File: src/verilog/dpp_cfg.svh
// constants for the diagnostic and process image packer
`ifndef DPP_CFG_SVH
`define DPP_CFG_SVH

// ------------------------------------------------------------------
// image geometry
// ------------------------------------------------------------------
`define DPP_IN_HDR_LEN 6'h0E
`define DPP_OUT_HDR_LEN 6'h04
`define DPP_PORT_DATA_MAX 6'h20
`define DPP_PQI_LEN 6'h02
`define DPP_EXT_LEN 6'h08
`define DPP_EVT_LEN 6'h0C
`define DPP_LAST_PORT 3'h7
`define DPP_DEF_OUT_LEN 16'h0104
`define DPP_DEF_IN_LEN 16'h01BE
`define DPP_STEP_LIMIT 34

// ------------------------------------------------------------------
// diagnostic frame
// ------------------------------------------------------------------
`define DPP_DIAG_LAST_IDX 5'h11
`define DPP_DIN_DIAG_MIXED_MASK 64'h00FF00FF00FF00FF
`define DPP_OUT_CTRL_IDX 6'h01

// ------------------------------------------------------------------
// extended status codes
// ------------------------------------------------------------------
`define DPP_XS_ALARM_BIT 6
`define DPP_XS_NO_ERROR 8'h00
`define DPP_XS_WARN_IO_CFG_INVALID 8'h05
`define DPP_XS_WARN_DPRAM_NO_SLOT 8'h06
`define DPP_XS_WARN_DPRAM_GENERIC 8'h0F
`define DPP_XS_WARN_SEND_SYS_INFO 8'h12
`define DPP_XS_ALARM_ATTR_INIT_CRC 8'h41
`define DPP_XS_ALARM_CFG_INIT_CRC 8'h42
`define DPP_XS_ALARM_CFG_LENGTH 8'h4B
`define DPP_XS_ALARM_READ_NVM 8'h4C
`define DPP_XS_ALARM_ATTR_READBACK 8'h4D
`define DPP_XS_ALARM_CFG_READBACK 8'h4E
`define DPP_XS_ALARM_CFG_ATTR_READ 8'h50

`endif

File: src/verilog/dpp_pkg.sv
// types and field walk shared by both ends of the image link
`default_nettype none
`include "dpp_cfg.svh"

package dpp_pkg;

	typedef enum logic [2:0] {
		DPP_F_HDR = 3'h0,
		DPP_F_DATA = 3'h1,
		DPP_F_PQI = 3'h2,
		DPP_F_EXT = 3'h3,
		DPP_F_EVT = 3'h4,
		DPP_F_DONE = 3'h5
	} dpp_field_t;

	typedef enum logic [1:0] {
		DPP_X_NONE = 2'h0,
		DPP_X_EXT = 2'h1,
		DPP_X_EXT_EVT = 2'h2
	} dpp_ext_t;

	typedef enum logic [7:0] {
		DPP_XS_NONE = `DPP_XS_NO_ERROR,
		DPP_XS_W_CFG = `DPP_XS_WARN_IO_CFG_INVALID,
		DPP_XS_W_SLOT = `DPP_XS_WARN_DPRAM_NO_SLOT,
		DPP_XS_W_DPRAM = `DPP_XS_WARN_DPRAM_GENERIC,
		DPP_XS_W_SYSINFO = `DPP_XS_WARN_SEND_SYS_INFO,
		DPP_XS_A_ATTR_CRC = `DPP_XS_ALARM_ATTR_INIT_CRC,
		DPP_XS_A_CFG_CRC = `DPP_XS_ALARM_CFG_INIT_CRC,
		DPP_XS_A_CFG_LEN = `DPP_XS_ALARM_CFG_LENGTH,
		DPP_XS_A_READ = `DPP_XS_ALARM_READ_NVM,
		DPP_XS_A_ATTR_RB = `DPP_XS_ALARM_ATTR_READBACK,
		DPP_XS_A_CFG_RB = `DPP_XS_ALARM_CFG_READBACK,
		DPP_XS_A_CFG_ATTR = `DPP_XS_ALARM_CFG_ATTR_READ
	} dpp_xstat_t;

	typedef struct packed {
		dpp_field_t field;
		logic [2:0] port;
		logic [5:0] idx;
	} dpp_pos_t;

	typedef struct packed {
		logic [7:0][5:0] inSize;
		logic [7:0][5:0] outSize;
		dpp_ext_t [7:0] ext;
	} dpp_map_t;

	localparam dpp_pos_t DPP_POS_START = '{field: DPP_F_HDR, port: 3'h0, idx: 6'h00};

	// ------------------------------------------------------------------
	// field lengths; oversize requests are clamped to the port maximum
	// ------------------------------------------------------------------
	function automatic logic [5:0] dpp_field_len(dpp_pos_t p, dpp_map_t m, logic dirIn);
		logic [5:0] sz;
		sz = dirIn ? m.inSize[p.port] : m.outSize[p.port];
		if (sz > `DPP_PORT_DATA_MAX) begin
			sz = `DPP_PORT_DATA_MAX;
		end
		case (p.field)
			DPP_F_HDR: return dirIn ? `DPP_IN_HDR_LEN : `DPP_OUT_HDR_LEN;
			DPP_F_DATA: return sz;
			DPP_F_PQI: return dirIn ? `DPP_PQI_LEN : 6'h00;
			DPP_F_EXT: return (dirIn && m.ext[p.port] != DPP_X_NONE) ? `DPP_EXT_LEN : 6'h00;
			DPP_F_EVT: return (dirIn && m.ext[p.port] == DPP_X_EXT_EVT) ? `DPP_EVT_LEN : 6'h00;
			default: return 6'h00;
		endcase
	endfunction

	// ------------------------------------------------------------------
	// next byte position; empty fields are skipped so offsets follow the map
	// ------------------------------------------------------------------
	function automatic dpp_pos_t dpp_step(dpp_pos_t pos, dpp_map_t m, logic dirIn);
		dpp_pos_t n;
		logic found;
		n = pos;
		found = 1'b0;
		if (pos.field != DPP_F_DONE && (pos.idx + 6'h01) < dpp_field_len(pos, m, dirIn)) begin
			n.idx = pos.idx + 6'h01;
			found = 1'b1;
		end
		for (int k = 0; k < `DPP_STEP_LIMIT; k++) begin
			if (!found && n.field != DPP_F_DONE) begin
				n.idx = 6'h00;
				case (n.field)
					DPP_F_HDR: begin
						n.field = DPP_F_DATA;
						n.port = 3'h0;
					end
					DPP_F_EVT: begin
						if (n.port == `DPP_LAST_PORT) begin
							n.field = DPP_F_DONE;
						end else begin
							n.field = DPP_F_DATA;
							n.port = n.port + 3'h1;
						end
					end
					DPP_F_DATA: n.field = DPP_F_PQI;
					DPP_F_PQI: n.field = DPP_F_EXT;
					DPP_F_EXT: n.field = DPP_F_EVT;
					default: n.field = DPP_F_DONE;
				endcase
				if (n.field == DPP_F_DONE || dpp_field_len(n, m, dirIn) != 6'h00) begin
					found = 1'b1;
				end
			end
		end
		return n;
	endfunction

endpackage

`default_nettype wire
File: src/verilog/dpp_link_if.sv
// byte link between the device end and the network controller end
`timescale 1ns/1ps
`default_nettype none

interface dpp_link_if;
	// output image, controller to device
	logic o2dValid;
	logic [7:0] o2dData;
	logic o2dLast;
	// input image (kind 0) and diagnostic frame (kind 1), device to controller
	logic d2hValid;
	logic [7:0] d2hData;
	logic d2hLast;
	logic d2hKind;

	modport dev (
		input o2dValid,
		input o2dData,
		input o2dLast,
		output d2hValid,
		output d2hData,
		output d2hLast,
		output d2hKind
	);

	modport host (
		output o2dValid,
		output o2dData,
		output o2dLast,
		input d2hValid,
		input d2hData,
		input d2hLast,
		input d2hKind
	);
endinterface

`default_nettype wire

File: src/verilog/dpp_device_end.sv
// device end: builds the input image and diagnostic frame, consumes the output image
// Behaviour
// - mixed variant: output flags only channels 9-12
// - input-only variant: output diagnostics all reserved
// - short or overload forces output inactive
// - output channel error lights red LED
// - readback flag: short, actuator to ground
// - test-pulse flag: short, actuator not grounded
// - overload flag on output overload
// - device diagnostic bits and extended flag
// - extended code: warnings have bit6 clear
// - alarm codes have bit6 set
// - default images are 260 and 446 bytes
// - output image: control, reserved, eight ports
// - input header: status, diagnostics, link block
// - per port: data, qualifier, extended, events
// - default port areas at maximum size
// - port sizing recomputes all following offsets
// - diagnostic frame is fixed 18 bytes
`timescale 1ns/1ps
`default_nettype none
`include "dpp_cfg.svh"

module dpp_device_end
	import dpp_pkg::*;
(
	// clock and reset
	input wire logic clk,
	input wire logic rstn,
	// link
	dpp_link_if.dev link,
	// configuration
	input wire dpp_map_t portMap,
	input wire logic isInputOnly,
	// frame start
	input wire logic cycleReq,
	output logic busy,
	// fixed input header sources
	input wire logic [15:0] dinStatus,
	input wire logic [15:0] genDiag,
	input wire logic [15:0] sensorDiag,
	input wire logic [15:0] actDiag,
	input wire logic [47:0] iolDiag,
	input wire logic [63:0] dinDiag,
	// port byte fetch, answered in the same cycle
	output dpp_field_t srcField,
	output logic [2:0] srcPort,
	output logic [5:0] srcIndex,
	input wire logic [7:0] srcByte,
	// device condition
	input wire logic temp_overrun_flag,
	input wire logic supply_undervolt_flag,
	input wire logic supply_overvolt_flag,
	input wire logic internal_fault_flag,
	input wire logic device_state_flag,
	input wire dpp_xstat_t extStatus,
	// safety outputs, channels 9 to 12
	input wire logic [3:0] outShortGnd,
	input wire logic [3:0] outShortNoGnd,
	input wire logic [3:0] outOverload,
	output logic [3:0] outDrive,
	output logic [3:0] outLedRed,
	// output image sink
	output logic sinkValid,
	output logic [2:0] sinkPort,
	output logic [5:0] sinkIndex,
	output logic [7:0] sinkByte,
	output logic outLenErr
);

	typedef enum logic [1:0] {
		DPP_PH_IDLE = 2'h0,
		DPP_PH_IMG = 2'h1,
		DPP_PH_DIAG = 2'h2
	} dpp_phase_t;

	typedef struct packed {
		dpp_phase_t phase;
		dpp_pos_t txPos;
		logic [4:0] diagIdx;
		logic [143:0] diagSnap;
		logic txValid;
		logic [7:0] txData;
		logic txLast;
		logic txKind;
		dpp_pos_t rxPos;
		logic rxOvf;
		logic [3:0] ctrl;
		logic sValid;
		logic [2:0] sPort;
		logic [5:0] sIndex;
		logic [7:0] sByte;
		logic lenErr;
	} dpp_dev_t;

	localparam dpp_dev_t DPP_DEV_RESET = '{
		phase: DPP_PH_IDLE,
		txPos: DPP_POS_START,
		diagIdx: 5'h00,
		diagSnap: 144'h0,
		txValid: 1'b0,
		txData: 8'h00,
		txLast: 1'b0,
		txKind: 1'b0,
		rxPos: DPP_POS_START,
		rxOvf: 1'b0,
		ctrl: 4'h0,
		sValid: 1'b0,
		sPort: 3'h0,
		sIndex: 6'h00,
		sByte: 8'h00,
		lenErr: 1'b0
	};

	dpp_dev_t s_q, s_d;

	// ------------------------------------------------------------------
	// output protection
	// ------------------------------------------------------------------
	logic [3:0] flagRb, flagTp, flagOv;
	genvar g;
	generate
		for (g = 0; g < 4; g++) begin : gGuard
			dpp_out_guard uGuard (
				.clk(clk),
				.rstn(rstn),
				.enable(~isInputOnly),
				.cmd(s_q.ctrl[g]),
				.shortGnd(outShortGnd[g]),
				.shortNoGnd(outShortNoGnd[g]),
				.overload(outOverload[g]),
				.drive(outDrive[g]),
				.ledRed(outLedRed[g]),
				.flagReadback(flagRb[g]),
				.flagTestPulse(flagTp[g]),
				.flagOverload(flagOv[g])
			);
		end
	endgenerate

	// ------------------------------------------------------------------
	// image contents
	// ------------------------------------------------------------------
	logic [15:0] statusImg;
	logic [63:0] dinDiagImg;
	logic [47:0] doutDiagImg;
	logic [15:0] devDiagImg;
	logic [111:0] inHdr;
	logic [143:0] diagFrame;
	logic xsWarn, xsAlarm, xsPresent;
	always_comb begin
		// channels 9-16 of the mixed variant are not inputs
		statusImg = isInputOnly ? dinStatus : {8'h00, dinStatus[7:0]};
		dinDiagImg = isInputOnly ? dinDiag : (dinDiag & `DPP_DIN_DIAG_MIXED_MASK);
		if (isInputOnly) begin
			doutDiagImg = 48'h0;
		end else begin
			doutDiagImg = {4'h0, flagOv, 8'h00, 4'h0, flagTp, 8'h00, 4'h0, flagRb, 8'h00};
		end
		xsPresent = extStatus != DPP_XS_NONE;
		xsAlarm = extStatus[`DPP_XS_ALARM_BIT];
		xsWarn = xsPresent & ~extStatus[`DPP_XS_ALARM_BIT];
		devDiagImg = {xsPresent, 7'h00, device_state_flag, 1'b0, xsAlarm, xsWarn,
			internal_fault_flag, supply_overvolt_flag, supply_undervolt_flag,
			temp_overrun_flag};
		inHdr = {iolDiag, actDiag, sensorDiag, genDiag, statusImg};
		diagFrame = {devDiagImg, doutDiagImg, dinDiagImg, statusImg};
	end

	assign srcField = s_q.txPos.field;
	assign srcPort = s_q.txPos.port;
	assign srcIndex = s_q.txPos.idx;

	// ------------------------------------------------------------------
	// sequencing
	// ------------------------------------------------------------------
	dpp_pos_t txNext, rxNext;
	always_comb begin
		txNext = dpp_step(s_q.txPos, portMap, 1'b1);
		rxNext = dpp_step(s_q.rxPos, portMap, 1'b0);
		s_d = s_q;
		s_d.txValid = 1'b0;
		s_d.txLast = 1'b0;
		s_d.sValid = 1'b0;
		case (s_q.phase)
			DPP_PH_IDLE: begin
				if (cycleReq) begin
					s_d.phase = DPP_PH_IMG;
					s_d.txPos = DPP_POS_START;
				end
			end
			DPP_PH_IMG: begin
				s_d.txValid = 1'b1;
				s_d.txKind = 1'b0;
				if (s_q.txPos.field == DPP_F_HDR) begin
					s_d.txData = inHdr[{s_q.txPos.idx[3:0], 3'h0} +: 8];
				end else begin
					s_d.txData = srcByte;
				end
				s_d.txPos = txNext;
				if (txNext.field == DPP_F_DONE) begin
					// the diagnostic frame is taken as one snapshot so it stays coherent
					s_d.txLast = 1'b1;
					s_d.phase = DPP_PH_DIAG;
					s_d.diagIdx = 5'h00;
					s_d.diagSnap = diagFrame;
				end
			end
			DPP_PH_DIAG: begin
				s_d.txValid = 1'b1;
				s_d.txKind = 1'b1;
				s_d.txData = s_q.diagSnap[{s_q.diagIdx, 3'h0} +: 8];
				s_d.diagIdx = s_q.diagIdx + 5'h01;
				if (s_q.diagIdx == `DPP_DIAG_LAST_IDX) begin
					s_d.txLast = 1'b1;
					s_d.phase = DPP_PH_IDLE;
				end
			end
			default: begin
				s_d.phase = DPP_PH_IDLE;
			end
		endcase
		// output image receive
		if (link.o2dValid) begin
			if (s_q.rxPos.field == DPP_F_DONE) begin
				s_d.rxOvf = 1'b1;
			end else if (s_q.rxPos.field == DPP_F_HDR) begin
				// only the low nibble of the control word's upper byte is a channel
				if (s_q.rxPos.idx == `DPP_OUT_CTRL_IDX) begin
					s_d.ctrl = link.o2dData[3:0];
				end
			end else begin
				s_d.sValid = 1'b1;
				s_d.sPort = s_q.rxPos.port;
				s_d.sIndex = s_q.rxPos.idx;
				s_d.sByte = link.o2dData;
			end
			s_d.rxPos = rxNext;
			if (link.o2dLast) begin
				s_d.lenErr = s_q.rxOvf | (s_q.rxPos.field == DPP_F_DONE) |
					(rxNext.field != DPP_F_DONE);
				s_d.rxOvf = 1'b0;
				s_d.rxPos = DPP_POS_START;
			end
		end
		if (isInputOnly) begin
			s_d.ctrl = 4'h0;
		end
	end

	always_ff @(posedge clk) begin
		if (!rstn) begin
			s_q <= DPP_DEV_RESET;
		end else begin
			s_q <= s_d;
		end
	end

	assign busy = s_q.phase != DPP_PH_IDLE;
	assign link.d2hValid = s_q.txValid;
	assign link.d2hData = s_q.txData;
	assign link.d2hLast = s_q.txLast;
	assign link.d2hKind = s_q.txKind;
	assign sinkValid = s_q.sValid;
	assign sinkPort = s_q.sPort;
	assign sinkIndex = s_q.sIndex;
	assign sinkByte = s_q.sByte;
	assign outLenErr = s_q.lenErr;

endmodule

`default_nettype wire

File: src/verilog/dpp_out_guard.sv
// one protected safety output: fault detection, shut-off and red indicator
`timescale 1ns/1ps
`default_nettype none

module dpp_out_guard
	import dpp_pkg::*;
(
	// clock and reset
	input wire logic clk,
	input wire logic rstn,
	// control
	input wire logic enable,
	input wire logic cmd,
	// fault detection
	input wire logic shortGnd,
	input wire logic shortNoGnd,
	input wire logic overload,
	// results
	output logic drive,
	output logic ledRed,
	output logic flagReadback,
	output logic flagTestPulse,
	output logic flagOverload
);

	typedef struct packed {
		logic rb;
		logic tp;
		logic ov;
		logic drv;
	} dpp_guard_t;

	dpp_guard_t s_q, s_d;

	always_comb begin
		s_d = s_q;
		// a fault holds until the command is withdrawn; new detection wins
		s_d.rb = enable & (shortGnd | (s_q.rb & cmd));
		s_d.tp = enable & (shortNoGnd | (s_q.tp & cmd));
		s_d.ov = enable & (overload | (s_q.ov & cmd));
		s_d.drv = enable & cmd & ~(s_d.rb | s_d.tp | s_d.ov);
	end

	always_ff @(posedge clk) begin
		if (!rstn) begin
			s_q <= '0;
		end else begin
			s_q <= s_d;
		end
	end

	assign drive = s_q.drv;
	assign ledRed = s_q.rb | s_q.tp | s_q.ov;
	assign flagReadback = s_q.rb;
	assign flagTestPulse = s_q.tp;
	assign flagOverload = s_q.ov;

endmodule

`default_nettype wire

File: src/flat_wrapper.sv
// flat-port wrapper written by rule: the top's interface ports become plain ports
module dpp_device_end_flat import dpp_pkg::*;
  (clk, rstn, portMap, isInputOnly, cycleReq, busy, dinStatus, genDiag, sensorDiag, actDiag, iolDiag, dinDiag, srcField, srcPort, srcIndex, srcByte, temp_overrun_flag, supply_undervolt_flag, supply_overvolt_flag, internal_fault_flag, device_state_flag, extStatus, outShortGnd, outShortNoGnd, outOverload, outDrive, outLedRed, sinkValid, sinkPort, sinkIndex, sinkByte, outLenErr, link_o2dValid, link_o2dData, link_o2dLast, link_d2hValid, link_d2hData, link_d2hLast, link_d2hKind);
  dpp_link_if link_i ();
  input wire logic clk;
  input wire logic rstn;
  input wire dpp_map_t portMap;
  input wire logic isInputOnly;
  input wire logic cycleReq;
  output logic busy;
  input wire logic [15:0] dinStatus;
  input wire logic [15:0] genDiag;
  input wire logic [15:0] sensorDiag;
  input wire logic [15:0] actDiag;
  input wire logic [47:0] iolDiag;
  input wire logic [63:0] dinDiag;
  output dpp_field_t srcField;
  output logic [2:0] srcPort;
  output logic [5:0] srcIndex;
  input wire logic [7:0] srcByte;
  input wire logic temp_overrun_flag;
  input wire logic supply_undervolt_flag;
  input wire logic supply_overvolt_flag;
  input wire logic internal_fault_flag;
  input wire logic device_state_flag;
  input wire dpp_xstat_t extStatus;
  input wire logic [3:0] outShortGnd;
  input wire logic [3:0] outShortNoGnd;
  input wire logic [3:0] outOverload;
  output logic [3:0] outDrive;
  output logic [3:0] outLedRed;
  output logic sinkValid;
  output logic [2:0] sinkPort;
  output logic [5:0] sinkIndex;
  output logic [7:0] sinkByte;
  output logic outLenErr;
  input wire logic [$bits(link_i.o2dValid)-1:0] link_o2dValid;
  input wire logic [$bits(link_i.o2dData)-1:0] link_o2dData;
  input wire logic [$bits(link_i.o2dLast)-1:0] link_o2dLast;
  output wire logic [$bits(link_i.d2hValid)-1:0] link_d2hValid;
  output wire logic [$bits(link_i.d2hData)-1:0] link_d2hData;
  output wire logic [$bits(link_i.d2hLast)-1:0] link_d2hLast;
  output wire logic [$bits(link_i.d2hKind)-1:0] link_d2hKind;
  assign link_i.o2dValid = link_o2dValid;
  assign link_i.o2dData = link_o2dData;
  assign link_i.o2dLast = link_o2dLast;
  assign link_d2hValid = link_i.d2hValid;
  assign link_d2hData = link_i.d2hData;
  assign link_d2hLast = link_i.d2hLast;
  assign link_d2hKind = link_i.d2hKind;
  dpp_device_end u_core (.clk(clk), .rstn(rstn), .link(link_i), .portMap(portMap), .isInputOnly(isInputOnly), .cycleReq(cycleReq), .busy(busy), .dinStatus(dinStatus), .genDiag(genDiag), .sensorDiag(sensorDiag), .actDiag(actDiag), .iolDiag(iolDiag), .dinDiag(dinDiag), .srcField(srcField), .srcPort(srcPort), .srcIndex(srcIndex), .srcByte(srcByte), .temp_overrun_flag(temp_overrun_flag), .supply_undervolt_flag(supply_undervolt_flag), .supply_overvolt_flag(supply_overvolt_flag), .internal_fault_flag(internal_fault_flag), .device_state_flag(device_state_flag), .extStatus(extStatus), .outShortGnd(outShortGnd), .outShortNoGnd(outShortNoGnd), .outOverload(outOverload), .outDrive(outDrive), .outLedRed(outLedRed), .sinkValid(sinkValid), .sinkPort(sinkPort), .sinkIndex(sinkIndex), .sinkByte(sinkByte), .outLenErr(outLenErr));
endmodule
File: config.mk
export PLATFORM = sky130hd
export DESIGN_NAME = dpp_device_end_flat
export DESIGN_NICKNAME = d
export VERILOG_FILES = /design/src/verilog/dpp_pkg.sv /design/src/verilog/dpp_link_if.sv /design/src/verilog/dpp_device_end.sv /design/src/verilog/dpp_out_guard.sv /design/src/flat_wrapper.sv
export VERILOG_INCLUDE_DIRS = /design/src /design/src/verilog
export SDC_FILE = /design/constraint.sdc
export NUM_CORES = 1
export LEC_CHECK = 0
export BUFFER_PORTS_ARGS = -buffer_cell sky130_fd_sc_hd__buf_2
export CELL_PAD_IN_SITES_DETAIL_PLACEMENT = 2
export CELL_PAD_IN_SITES_GLOBAL_PLACEMENT = 2
export CORE_MARGIN = 2
export CORE_UTILIZATION = 34
export CTS_CLUSTER_SIZE = 20
export DETAILED_ROUTE_END_ITERATION = 10
export GPL_TIMING_DRIVEN = 1
export PLACE_DENSITY_LB_ADDON = 0.1
export SYNTH_ARGS = -nofsm -noshare
export SYNTH_HDL_FRONTEND = slang
export SYNTH_SLANG_ARGS = --single-unit
File: constraint.sdc
create_clock -name clk -period 56.5 [get_ports clk]
set_clock_uncertainty 0.1 [all_clocks]
set_input_delay 2.825 -clock clk [delete_from_list [all_inputs] [get_ports clk]]
set_output_delay 2.825 -clock clk [all_outputs]
set_load 0.005 [all_outputs]
==> flow_results.org <==
** Placed design
- Summing all placed instances gives a cell area of between 20000 and 30000 sq um.
- Input and output buffers added on the ports amount to ~390.
- HPWL after detailed placement :: 111000 microns
- Worst slack, placed :: between 2 and 3 ns
- At the end of routability-driven placement, the weighted congestion stood at 0.946.
- Post-placement cell count :: about 4800

** Logic synthesis
- The Yosys step of the flow raised 0 warnings.
- Syn Std Cell Area :: approximately 26000 sq um
- Yosys cell types :: 150
- In the synthesized netlist the dominant register cell turns out to be dfxtp_1.
- The cell count after synthesis came out at 3540.
- Number of flops mapped to enable cells by yosys :: 0
- Synth Register Bits :: between 150 and 200
- Proportion of register bits with asynchronous set or reset after synthesis :: 0%
- In this run the mean area of a mapped cell was about 7.4 sq um.
- Net count of the mapped netlist :: between 3000 and 4000
- Part of the Yosys area used for sequential elements :: approximately 14%

** Floorplan
- After floorplanning, the core was divided into 101 placement rows.
- In this run the horizontal extent of the chip is roughly 280 microns.
- The floorplan step set the die height to ~280 microns.
- Initial standard-cell utilization of the core :: about a third
- Area enclosed by the die boundary :: approximately 80000 sq um
- The region available for standard cell placement spans around 76000 sq um.
- around 390 I/O pins were placed.

** Global routing
- Initial antenna violation count :: 12
- The first global-routing pass estimated around 210000 microns of wire.
- Entering global routing, the biggest net connects between 70 and 80 pins.
- Global-route usage over all layers :: about a third
- Total global routing overflow :: 0
- Vias in the first global route :: 32600

** Critical path
- CP dominant cell by count :: ha_1
- In this run the number of cells on the critical path is around 220.
- Endpoint of the worst-slack reg-to-reg timing path :: u_core.s_q[31]$_SDFFE_PN0P_
- STA classifies the critical path startpoint as an input pin.
- STA classifies the critical path endpoint as a flip-flop.
- On the critical path, the stage with the largest delay is an instance of a2111oi_1.
- Kind of cell adding the most delay to the critical path :: compound AO/OA/AOI/OAI gates
- Crit Path Max Fanout :: 18
- The worst register-to-register path begins at u_core.s_q[30]$_SDFFE_PN0P_.
- Flop-to-flop setup slack :: a little over 5 ns
- Worst Setup Path Type :: in2reg
- STA puts the critical path data required time at between 50 and 60 ns.
- Maximum single-stage delay on the critical path :: a little over 0.6 ns
- Measured in cells, the most critical reg-to-reg path has a length of about 220.
- Data on the critical path arrives at its endpoint at 53.03 ns.
- Worst path bufs/invs :: 25

** Hold path
- Worst Min Path Start :: u_core.s_q[101]$_SDFFE_PN0P_
- The path with the worst hold slack has its endpoint at u_core.s_q[101]$_SDFFE_PN0P_.
- The min-delay analysis places its worst path in the category reg2reg.
- Instance count along the most critical hold path :: 2

** Layout
- Nets@finish :: approximately 4200
- Layout filler cell count :: roughly 9100
- After routing the design area is slightly below 30000 sq um.
- Filler-free cell count of the finished design :: ~4800
- Registers take 3650 sq um.
- In the final layout, the multi-input gates occupy 21000 sq um.
- Layout overhead on the synthesized area :: 12.2%
- Ratio of cells with drive above 1 in the final layout :: 20.9%
- End-of-flow core utilization :: approximately 39%

** Route
- In the routed layout, each cell is associated on average with a via count of around 6.5.
- Drc violations :: 0
- The first detailed-routing pass ran for 7 iterations.
- First-iteration detailed-routing DRC count :: roughly 2300
- Once detail routing completed, the nets flagged for antenna violations numbered 0.
- After detailed routing, the average wire length per cell comes to about 30 microns.
- The final layout contains routed wiring with a total length of roughly 140000 microns.
- The routed layout has between 30000 and 40000 vias.

** Clocking
- Clock net sink count :: 182
- Number of clock buffers inserted by TritonCTS :: 17
- The H-tree was split into 4 levels.
- CTS tree :: done
- CTS clock-pin slew for the worst setup and hold paths :: ~0.090 ns
- Clk_lat worst skew :: about 0.46 ns
- Hold-fix buffers, CTS :: 0
- CTS root buf :: clkbuf_16
- The clock passes through at most 2 buffers.

** Timing
- Setup violations remaining at the end of the flow were counted as 0.
- Pin slew with the least headroom to its limit :: around 1.2 ns
- Fin crit share :: 93.5%
- The hold violation count in the final report was 0.
- Timing would allow up to 0.0189 GHz.
- Setup slack of the critical path after layout :: roughly 3.7 ns
- In this run the tightest slew margin relative to its limit is 17.1%.
- Fin crit period :: approximately 53 ns
- Max Slew Vio Count :: 0

** Power and ir drop
- The worst-case IR drop observed on VDD is about 0.000016 V.
- Power spread over the standard cell area amounts to about 12 nW/um^2.
- Leakage power summed over all cells :: between 10 and 15 nW
- Total power draw :: approximately 350 uW

** Run
- Max-capacitance violation count :: 0

** Run status
- Status :: completed
==> cell usage after synthesis (14+ instances only) <==
cell	n	area, sq um
a211o_1	28	245
a211oi_1	55	413
a21o_1	28	210
a21oi_1	307	1540
a22o_1	38	333
a22oi_1	20	150
a311oi_1	14	123
a31oi_1	42	263
and2_1	65	407
and3_1	49	307
buf_1	14	52.6
buf_2	32	160
buf_4	88	661
clkbuf_1	109	409
dfxtp_1	182	3640
ha_1	55	688
inv_1	74	278
inv_2	14	52.6
mux2_2	37	417
mux2i_1	187	1870
mux4_2	73	1640
nand2_1	402	1510
nand2b_1	36	225
nand3_1	127	636
nand3b_1	16	120
nand4_1	32	200
nor2_1	373	1400
nor2b_1	24	150
nor3_1	102	510
nor4_1	28	175
o2111ai_1	15	131
o211a_1	14	140
o211ai_1	68	510
o21a_1	36	270
o21ai_0	155	776
o21ai_1	48	240
o22ai_1	30	188
o2bb2ai_1	14	123
o31a_1	15	131
o31ai_1	16	120
or2_2	21	131
or3_1	32	200
or4_1	16	120
xnor2_1	21	184
==> stage by stage <==
step / setup TNS (ns) / hold WS, ns
finish: 0 / 0.359
global route: -0.0619 / 0.379
CTS: 0 / 0.359
detailed placement: 0 / 0.347
global placement: 0 / 0.341
floorplan: 0 / 0.328
==> sequential cells by signal (all words and copies together) (netlist names), 6 cells and up <==
register,cells
u_core.sinkByte,8
u_core.srcIndex,6
u_core.s_q,124
u_core.sinkIndex,6
u_core.link.d2hData,8
==> how the worst max path moves through the flow <==
stage / from / endpoint / slack (ns)
after floorplan: portMap[27] / u_core.s_q[31]$_SDFFE_PN0P_ / 12.33
after global placement: portMap[63] / u_core.s_q[31]$_SDFFE_PN0P_ / 6.08
after detailed placement: portMap[27] / u_core.s_q[31]$_SDFFE_PN0P_ / 2.62
after CTS: portMap[27] / u_core.s_q[31]$_SDFFE_PN0P_ / 2.84
after global routing: portMap[63] / u_core.s_q[31]$_SDFFE_PN0P_ / -0.06
final: portMap[63] / u_core.s_q[31]$_SDFFE_PN0P_ / 3.66
==> where the power goes <==
part / switching, mW / internal [mW] / total [mW]
combinational: 0.0538 / 0.0325 / 0.0864
clock: 0.0644 / 0.0609 / 0.125
sequential: 0.00292 / 0.131 / 0.134
total: 0.121 / 0.225 / 0.346
==> routing by layer <==
metal  vias to the layer above  global-route usage (%)  share of wire [%]
li1                      13900                       -                  -
met1                     16000                    47.6                 44
met2                      1011                    55.1                 45
met3                       225                    6.75                7.3
met4                        10                    9.77                2.9
met5                         -                       0              0.045
==> cell usage in the layout (no fill, tap or decap), types with 55 or more instances in the layout <==
master / netlist / layout
mux2i_1: 187 / 187
nor2_1: 373 / 364
buf_2: 32 / 385
nand2_1: 402 / 400
dfxtp_1: 182 / 179
a21oi_1: 307 / 305
ha_1: 55 / 55
a211oi_1: 55 / 55
and2_1: 65 / 64
mux4_2: 73 / 73
inv_1: 74 / 74
o211ai_1: 68 / 68
nor3_1: 102 / 100
o21ai_0: 155 / 154
nand3_1: 127 / 127
buf_4: 88 / 74
==> worst reg2reg max path, delay by kind of cell, from the launching register on <==
family | cells | cell delay, ns
muxes | 15 | 4.55
and+or+nand+nor | 68 | 12.85
DFF | 1 | 0.55
adders and majority gates | 32 | 8.60
AOI/OAI and AO/OA | 70 | 19.62
xor gates and xnor gates | 5 | 1.27
buffers and inverters | 25 | 3.67
==> kinds of logic after synthesis <==
group / after synthesis / synth area share, %
AOI/OAI and AO/OA: 1189 / 32.7
xor gates and xnor gates: 33 / 1.28
adders and majority gates: 55 / 2.63
buffers and inverters: 341 / 6.56
DFF: 182 / 13.9
muxes: 317 / 16.1
and+or+nand+nor: 1423 / 26.8
==> timing repair <==
| action | in CTS | in global routing |
|---|---|---|
| setup buffers | 0 | 3 |
| gates resized for setup | 0 | 13 |
| endpoints found under the setup margin | 0 | 7 |
==> final cells by class <==
cell class | count | area share, %
multi-input combinational | 3017 | 71.4
sequential | 182 | 12.4
clock inverter | 15 | 0.695
timing repair buffer | 459 | 8.45
antenna | 6 | 0.0511
inverter | 89 | 1.15
clock buffer | 17 | 1.45
tap | 1030 | 4.39
(Power assumes the default switching activity.)
